File: src/hdl/regbank_pkg.sv
// Purpose: shared constants and helpers for the peripheral register bank
// Assumes: 8-bit registers reached through a plain indexed access port
// Notes: register indices, masks and reset values live here only
//
// Overview of operation
// - a read-write bit reads back its stored value and takes the written value on a write.
// - a read-only bit reads its current value and ignores every write.
// - a write-only bit accepts writes and its read value is undefined for software.
// - reserved bits and fields always read as zero.
// - registers take their reset value on power-on and on a soft reset, debug control excepted.
// - a one written to the set alias sets that bit in the base register.
// - a one written to the clear alias clears that bit in the base register.
// - the base register and each alias read back the same current contents.
// - the supply monitors hold the whole system in reset while the supply is low.
package regbank_pkg;

  // ----------------------------------------------------------------
  // geometry
  // ----------------------------------------------------------------
  localparam int DATA_W = 8;
  localparam int IDX_W = 4;
  localparam int SYNC_STAGES = 3;

  // ----------------------------------------------------------------
  // register indices
  // ----------------------------------------------------------------
  localparam logic [3:0] IDX_CTRL = 4'h0;
  localparam logic [3:0] IDX_STATUS = 4'h1;
  localparam logic [3:0] IDX_CMD = 4'h2;
  localparam logic [3:0] IDX_OUT = 4'h4;
  localparam logic [3:0] IDX_OUT_SET = 4'h5;
  localparam logic [3:0] IDX_BIT_CLEAR_ALIAS = 4'h6;
  localparam logic [3:0] IDX_BIT_INVERT_ALIAS = 4'h7;
  localparam logic [3:0] IDX_DBG = 4'h8;

  // ----------------------------------------------------------------
  // masks (implemented bits) and reset values
  // ----------------------------------------------------------------
  localparam logic [7:0] CTRL_MASK = 8'h0F;
  localparam logic [7:0] CTRL_RST = 8'h00;
  localparam logic [7:0] STATUS_MASK = 8'h3F;
  localparam logic [7:0] CMD_MASK = 8'h0F;
  localparam logic [7:0] OUT_RST = 8'h00;
  localparam logic [7:0] DBG_MASK = 8'h07;
  localparam logic [7:0] DBG_RST = 8'h00;
  localparam logic [7:0] RDATA_RST = 8'h00;
  localparam int CMD_SOFT_RST_BIT = 0;

  typedef enum {ALIAS_WRITE, ALIAS_SET, ALIAS_CLEAR, ALIAS_INVERT} alias_e;

  // next base value for a write through the base register or one of its aliases
  function automatic logic [7:0] alias_apply(input logic [7:0] base, input logic [7:0] wd,
                                             input alias_e kind);
    logic [7:0] res;
    res = base;
    case (kind)
      ALIAS_WRITE: res = wd;
      ALIAS_SET: res = base | wd;
      ALIAS_CLEAR: res = base & ~wd;
      ALIAS_INVERT: res = base ^ wd;
      default: res = base;
    endcase
    return res;
  endfunction : alias_apply

endpackage : regbank_pkg

File: src/hdl/supply_status_if.sv
`timescale 1ns/10ps
// Purpose: carries the filtered supply state from the monitor to the bank
// Assumes: single clock domain
// Notes: hold is high while either supply check reports low
interface supply_status_if;
  logic por_ok;
  logic drop_ok;
  logic hold;

  modport mon (output por_ok, output drop_ok, output hold);
  modport core (input por_ok, input drop_ok, input hold);
endinterface : supply_status_if

File: src/hdl/supply_drop_monitor.sv
`timescale 1ns/10ps
// Purpose: filters the two supply comparator pins and raises the system hold
// Assumes: comparator pins are asynchronous to clock
// Notes: a pin change counts only once the second and third stages agree
module supply_drop_monitor (
  // clock and reset
  input wire logic clock,
  input wire logic ce,
  input wire logic sys_rst,
  // comparator pins, high while the supply is above threshold
  input wire logic por_above_pin,
  input wire logic drop_above_pin,
  // filtered state
  supply_status_if.mon sup
);

  logic [1:0] s1_q;
  logic [1:0] s2_q;
  logic [1:0] s3_q;
  logic [1:0] ok_q;

  // ----------------------------------------------------------------
  // synchroniser
  // ----------------------------------------------------------------
  always_ff @(posedge clock or posedge sys_rst) begin
    if (sys_rst) begin
      s1_q <= 2'h0;
      s2_q <= 2'h0;
      s3_q <= 2'h0;
    end else if (ce) begin
      s1_q <= {drop_above_pin, por_above_pin};
      s2_q <= s1_q;
      s3_q <= s2_q;
    end
  end

  // ----------------------------------------------------------------
  // filtered level and hold
  // ----------------------------------------------------------------
  // starts low so the system stays held until both supplies are seen good
  always_ff @(posedge clock or posedge sys_rst) begin
    if (sys_rst) begin
      ok_q <= 2'h0;
    end else if (ce) begin
      for (int i = 0; i < 2; i++) begin
        if (s2_q[i] == s3_q[i]) begin
          ok_q[i] <= s3_q[i];
        end
      end
    end
  end

  assign sup.por_ok = ok_q[0];
  assign sup.drop_ok = ok_q[1];
  assign sup.hold = ~(ok_q[0] & ok_q[1]);
endmodule : supply_drop_monitor

File: src/hdl/register_access_bank.sv
`timescale 1ns/10ps
// Purpose: peripheral register bank with read-write, read-only, write-only and alias registers
// Assumes: one access per cycle through the indexed port, all inputs but the pins on clock
// Notes: read data appears one cycle after the read strobe
module register_access_bank (
  // clock and reset
  input wire logic clock,
  input wire logic ce,
  input wire logic sys_rst,
  // supply comparator pins
  input wire logic por_above_pin,
  input wire logic drop_above_pin,
  // register access port
  input wire logic acc_wr,
  input wire logic acc_rd,
  input wire logic [3:0] acc_idx,
  input wire logic [7:0] acc_wdata,
  output logic [7:0] acc_rdata,
  output logic acc_rvalid,
  // block side
  input wire logic [7:0] status_in,
  output logic [7:0] ctrl_out,
  output logic [7:0] out_bits,
  output logic [7:0] dbg_ctrl,
  output logic [7:0] cmd_strobe,
  output logic sys_hold
);

  supply_status_if sup ();

  supply_drop_monitor u_mon (
    .clock(clock),
    .ce(ce),
    .sys_rst(sys_rst),
    .por_above_pin(por_above_pin),
    .drop_above_pin(drop_above_pin),
    .sup(sup)
  );

  logic [7:0] ctrl_q;
  logic [7:0] out_q;
  logic [7:0] dbg_q;
  logic [7:0] cmd_q;
  logic [7:0] rdata_q;
  logic rvalid_q;
  logic hold_q;
  logic [7:0] rdata_d;
  logic soft_req;
  logic out_hit;
  regbank_pkg::alias_e out_kind;

  // ----------------------------------------------------------------
  // write decode
  // ----------------------------------------------------------------
  assign soft_req = acc_wr && acc_idx == regbank_pkg::IDX_CMD
                    && acc_wdata[regbank_pkg::CMD_SOFT_RST_BIT];

  always_comb begin
    out_hit = acc_wr;
    out_kind = regbank_pkg::ALIAS_WRITE;
    if (acc_idx == regbank_pkg::IDX_OUT) begin
      out_kind = regbank_pkg::ALIAS_WRITE;
    end else if (acc_idx == regbank_pkg::IDX_OUT_SET) begin
      out_kind = regbank_pkg::ALIAS_SET;
    end else if (acc_idx == regbank_pkg::IDX_BIT_CLEAR_ALIAS) begin
      out_kind = regbank_pkg::ALIAS_CLEAR;
    end else if (acc_idx == regbank_pkg::IDX_BIT_INVERT_ALIAS) begin
      out_kind = regbank_pkg::ALIAS_INVERT;
    end else begin
      out_hit = 1'b0;
    end
  end

  // ----------------------------------------------------------------
  // read-write control register
  // ----------------------------------------------------------------
  always_ff @(posedge clock or posedge sys_rst) begin
    if (sys_rst) begin
      ctrl_q <= regbank_pkg::CTRL_RST;
    end else if (ce) begin
      if (sup.hold || soft_req) begin
        ctrl_q <= regbank_pkg::CTRL_RST;
      end else if (acc_wr && acc_idx == regbank_pkg::IDX_CTRL) begin
        ctrl_q <= acc_wdata & regbank_pkg::CTRL_MASK;
      end
    end
  end

  // ----------------------------------------------------------------
  // output register and its aliases
  // ----------------------------------------------------------------
  always_ff @(posedge clock or posedge sys_rst) begin
    if (sys_rst) begin
      out_q <= regbank_pkg::OUT_RST;
    end else if (ce) begin
      if (sup.hold || soft_req) begin
        out_q <= regbank_pkg::OUT_RST;
      end else if (out_hit) begin
        out_q <= regbank_pkg::alias_apply(out_q, acc_wdata, out_kind);
      end
    end
  end

  // ----------------------------------------------------------------
  // debug control, kept across a soft reset
  // ----------------------------------------------------------------
  always_ff @(posedge clock or posedge sys_rst) begin
    if (sys_rst) begin
      dbg_q <= regbank_pkg::DBG_RST;
    end else if (ce) begin
      if (sup.hold) begin
        dbg_q <= regbank_pkg::DBG_RST;
      end else if (acc_wr && acc_idx == regbank_pkg::IDX_DBG) begin
        dbg_q <= acc_wdata & regbank_pkg::DBG_MASK;
      end
    end
  end

  // ----------------------------------------------------------------
  // write-only command strobes
  // ----------------------------------------------------------------
  // accepted as a one-cycle pulse, never stored
  always_ff @(posedge clock or posedge sys_rst) begin
    if (sys_rst) begin
      cmd_q <= 8'h00;
    end else if (ce) begin
      if (acc_wr && acc_idx == regbank_pkg::IDX_CMD && !sup.hold) begin
        cmd_q <= acc_wdata & regbank_pkg::CMD_MASK;
      end else begin
        cmd_q <= 8'h00;
      end
    end
  end

  // ----------------------------------------------------------------
  // read path
  // ----------------------------------------------------------------
  always_comb begin
    rdata_d = 8'h00;
    if (acc_idx == regbank_pkg::IDX_CTRL) begin
      rdata_d = ctrl_q & regbank_pkg::CTRL_MASK;
    end else if (acc_idx == regbank_pkg::IDX_STATUS) begin
      rdata_d = status_in & regbank_pkg::STATUS_MASK;
    end else if (out_hit || (acc_idx >= regbank_pkg::IDX_OUT
                             && acc_idx <= regbank_pkg::IDX_BIT_INVERT_ALIAS)) begin
      rdata_d = out_q;
    end else if (acc_idx == regbank_pkg::IDX_DBG) begin
      rdata_d = dbg_q & regbank_pkg::DBG_MASK;
    end else begin
      rdata_d = 8'h00;
    end
  end

  always_ff @(posedge clock or posedge sys_rst) begin
    if (sys_rst) begin
      rdata_q <= regbank_pkg::RDATA_RST;
      rvalid_q <= 1'b0;
    end else if (ce) begin
      rvalid_q <= acc_rd;
      if (acc_rd) begin
        rdata_q <= rdata_d;
      end
    end
  end

  always_ff @(posedge clock or posedge sys_rst) begin
    if (sys_rst) begin
      hold_q <= 1'b1;
    end else if (ce) begin
      hold_q <= sup.hold;
    end
  end

  assign acc_rdata = rdata_q;
  assign acc_rvalid = rvalid_q;
  assign ctrl_out = ctrl_q;
  assign out_bits = out_q;
  assign dbg_ctrl = dbg_q;
  assign cmd_strobe = cmd_q;
  assign sys_hold = hold_q;
endmodule : register_access_bank

File: config.mk
export PLATFORM = sky130hd
export DESIGN_NAME = register_access_bank
export DESIGN_NICKNAME = d
export VERILOG_FILES = /design/src/hdl/regbank_pkg.sv /design/src/hdl/supply_status_if.sv /design/src/hdl/supply_drop_monitor.sv /design/src/hdl/register_access_bank.sv
export SDC_FILE = /design/constraint.sdc
export NUM_CORES = 1
export LEC_CHECK = 0
export ABC_AREA = 0
export BUFFER_PORTS_ARGS = -buffer_cell sky130_fd_sc_hd__buf_2
export CORE_ASPECT_RATIO = 0.75
export CORE_MARGIN = 2
export CORE_UTILIZATION = 45
export DETAILED_ROUTE_END_ITERATION = 6
export PLACE_DENSITY = 0.69
export SYNTH_ARGS = -nofsm -noshare
export SYNTH_HDL_FRONTEND = slang
export SYNTH_HIERARCHICAL = 1
export SYNTH_SLANG_ARGS = --single-unit
File: constraint.sdc
create_clock -name clock -period 2.8 [get_ports clock]
set_clock_uncertainty 0.15 [all_clocks]
set_input_delay 0.56 -clock clock [delete_from_list [all_inputs] [get_ports clock]]
set_output_delay 0.56 -clock clock [all_outputs]
set_load 0.005 [all_outputs]
==> results.txt <==
----------------------------------------------------
[Status]
  Outcome ... finished clean

[Floorplanning]
  Initial Util ... 0.470
  DIE AREA ... 5740 µm²
  Number of rows created at floorplan ... 22
  Horizontal die dimension ... 86.8 µm
  Placeable Area ... 4930 µm²
  Die Height ... 66.1 µm
  Total I/O pin count ... 69

[Timing]
  Worst slew margin ... 0.660
  Hold violation count in the final report ... 0
  Total count of max-transition violations in the final report ... 0
  Actual transition at the worst max-transition pin ... 0.511 ns
  Endpoints failing setup ... 0
  Unrepaired setup endpoints after global routing ... false
  Setup_tns ... 0 ns
  Post-layout min period ... between 2 and 2.5 ns
  Fmax ... ~440 MHz
  Share of the clock period used by the worst path after layout ... 0.810

[Pwr]
  Power per cell area ... roughly 480 nW/µm²
  Worst ir drop on vdd ... approximately 0.21 mV
  Leak ... 1.36 nW
  Tot Pwr ... between 1 and 1.5 mW

[Drt]
  Number of vias per cell ... approximately 5.4
  Detailed route wirelength on metal2 ... approximately 2200 µm
  Initial DRC Count ... slightly below 90
  First-pass detailed-route iteration total ... 4
  Met3 routed wirelength ... about 370 µm
  Routed wire length ... roughly 5300 µm
  Topmost layer with routed signal wires ... met4
  WL per Instance ... ~15 µm
  Drt drc ... 0
  Post-route met1 wirelength ... roughly 2600 µm
  Detailed-route via count ... approximately 1.9k
  Antenna Nets Post-Route ... 0

[Place]
  DP Wirelength ... between 4000 and 5000 µm
  Placer Congestion ... 0.753
  Number of I/O port buffers ... 53
  Inst Count DP ... roughly 330

[Setup path]
  Nature of the critical path startpoint ... input port
  Highest net fanout along the worst path ... 12
  Endpoint type of the worst setup path ... flip-flop
  Critical path type ... in2reg
  Required arrival time at the worst endpoint ... roughly 2.9 ns
  Data arrival time at the worst-slack endpoint ... 2.34 ns

[Yosys]
  Synthesis warning total ... 6
  Main area contributors after synthesis ... sky130_fd_sc_hd__dfrtp_1 (39%), sky130_fd_sc_hd__ha_1 (11%), sky130_fd_sc_hd__a22o_1 (5.7%)
  Number of enable flip-flop cells after synthesis ... 0
  Primary flip-flop cell chosen by synthesis mapping ... sky130_fd_sc_hd__dfrtp_1
  Dominant cell type by area after synthesis ... sky130_fd_sc_hd__dfrtp_1
  Post-synth cell types ... 37
  Top cells by count, synth ... sky130_fd_sc_hd__dfrtp_1 (36), sky130_fd_sc_hd__inv_1 (22), sky130_fd_sc_hd__ha_1 (20)
  Per-instance average area after synthesis ... about 10 µm²
  Portion of the post-synthesis area used by sequential elements ... 0.401
  Fraction of registers with async set or reset after synthesis ... 1.00
  Most instantiated library cell after synthesis ... sky130_fd_sc_hd__dfrtp_1
  Area share of the largest cell type after synthesis ... 0.389
  Flops & latches, synth ... 37
  Cell count after synthesis ... about 220
  Mapped Area ... approximately 2300 µm²

[Flow run]
  Maxcap violations ... 0

[Clocking]
  Clock edge transition at the registers on the reported setup and hold paths ... 0.08 ns
  Number of buffers inserted during clock tree synthesis ... 5
  TritonCTS clock tree ... yes
  Latest clock arrival within the worst-skew pair ... 0.29 ns
  Number of clock sinks seen by CTS ... 37
  Cts repair resizes ... 0
  H-tree levels ... 2
  Number of hold-repair buffers added at the cts stage ... 0
  Buffer count from post-CTS setup fixing ... 0
  Deepest clock path buffer count ... 2
  CTS root buffer ... sky130_fd_sc_hd__clkbuf_8

[Cells and area]
  Layout Cells excl Fill ... around 340
  Register area ... 927 µm²
  # diodes ... 0
  Final Net Count ... ~330
  Fraction of layout cells with a size suffix above 1 ... 0.298
  Fill cell count ... 466
  Area of combinational cells with multiple inputs ... approximately 1200 µm²
  Area growth, synth to finish ... 15.9%

[GRT]
  Wire length of the first global-routing pass ... 8650 µm
  Pin count of the biggest net entering global routing ... 30
  Leftover overflow at the end of global routing ... 0
  Initial antenna violation count ... 0
  Global routing usage summed across all routing layers ... 0.201
  Vias in the first global route ... 1720

[Hold path]
  Hold crit path type ... in2async

----------------------------------------------------
[kinds of logic after synthesis]
family / Yosys count / synth area share
compound gates: 69 / 0.230
buf+inv: 44 / 0.100
simple gates: 44 / 0.116
flops: 37 / 0.401
fa+ha+maj: 20 / 0.108
mux: 9 / 0.0438
other cells: 1 / 0.00162
[metal layers]
| layer | global-route usage | up-vias |
|---|---|---|
| li1 | - | 886 |
| met1 | 0.298 | 902 |
| met2 | 0.285 | 64 |
| met3 | 0.0612 | 6 |
| met4 | 0.0469 | 0 |
| met5 | 0 | - |
[worst max-delay path, stage by stage]
cell and delay [ns]:
sky130_fd_sc_hd__buf_2 0.21, sky130_fd_sc_hd__nor2b_1 0.24, sky130_fd_sc_hd__and2_1 0.20, sky130_fd_sc_hd__inv_1 0.08, sky130_fd_sc_hd__ha_1 0.22, sky130_fd_sc_hd__nor2_1 0.11, sky130_fd_sc_hd__nand2_1 0.09, sky130_fd_sc_hd__a41oi_2 0.46
sky130_fd_sc_hd__o2bb2ai_1 0.18
[cell usage in the layout, fill, tap and decap left out, types with 4 or more instances in the layout]
| master | count |
|---|---|
| sky130_fd_sc_hd__o2bb2ai_1 | 10 |
| sky130_fd_sc_hd__buf_2 | 53 |
| sky130_fd_sc_hd__buf_4 | 6 |
| sky130_fd_sc_hd__a32o_1 | 10 |
| sky130_fd_sc_hd__dfrtp_1 | 36 |
| sky130_fd_sc_hd__nor2_1 | 4 |
| sky130_fd_sc_hd__o21ai_0 | 8 |
| sky130_fd_sc_hd__a22o_1 | 15 |
| sky130_fd_sc_hd__inv_1 | 22 |
| sky130_fd_sc_hd__and2_1 | 4 |
| sky130_fd_sc_hd__nand2b_1 | 9 |
| sky130_fd_sc_hd__clkbuf_8 | 5 |
| sky130_fd_sc_hd__mux2_2 | 9 |
| sky130_fd_sc_hd__conb_1 | 13 |
| sky130_fd_sc_hd__ha_1 | 20 |
| sky130_fd_sc_hd__a21oi_1 | 12 |
| sky130_fd_sc_hd__nand2_1 | 18 |
[final timing paths]
check | from | to | slack [ns] | depth (start not counted)
worst min-delay path | sys_rst | u_mon/s2_q[0] | 0.06 | 2
worst max register to register | u_mon/ok_q[1] | out_bits[2] | 1.08 | 5
max in group asynchronous | sys_rst | sys_hold | 2.01 | 3
min in group clock | acc_rvalid | acc_rvalid | 0.33 | 1
worst min register to register | acc_rvalid | acc_rvalid | 0.33 | 1
worst max-delay path | acc_idx[2] | out_bits[2] | 0.53 | 9
[state kept, by name, indices dropped and copies added, names as in the netlist]
signal and cells:
out_bits 8, u_mon/s1_q 2, dbg_ctrl 3, ctrl_out 4
u_mon/s3_q 2, sys_hold 1, acc_rdata 8, cmd_strobe 4
u_mon/s2_q 2, u_mon/ok_q 2, acc_rvalid 1
[metrics by stage]
step / worst slack, ns / area [µm²] / utilization / hold WS (ns)
finish: 0.533 / 2680 / 0.544 / 0.0576
global route: 0.328 / 2680 / 0.544 / 0.0725
CTS: 0.519 / 2680 / 0.544 / 0.0600
detailed placement: 0.209 / 2600 / 0.528 / 0.315
global placement: 0.331 / 2600 / 0.528 / 0.309
floorplan: 0.348 / 2360 / - / 0.226
[power breakdown]
part           switching [mW]  internal, mW
Combinational           0.165         0.122
Clock                   0.189         0.172
Sequential             0.0406         0.588
Total                   0.395         0.882
[layout make-up]
type                            instances  share of cell area
Multi-Input combinational cell        155               0.448
Sequential cell                        37               0.346
Tap cell                               60              0.0280
Timing Repair Buffer                   59               0.116
Inverter                               23              0.0322
Clock inverter                          2             0.00373
Clock buffer                            6              0.0271
Power figures use the tool's default switching activity.
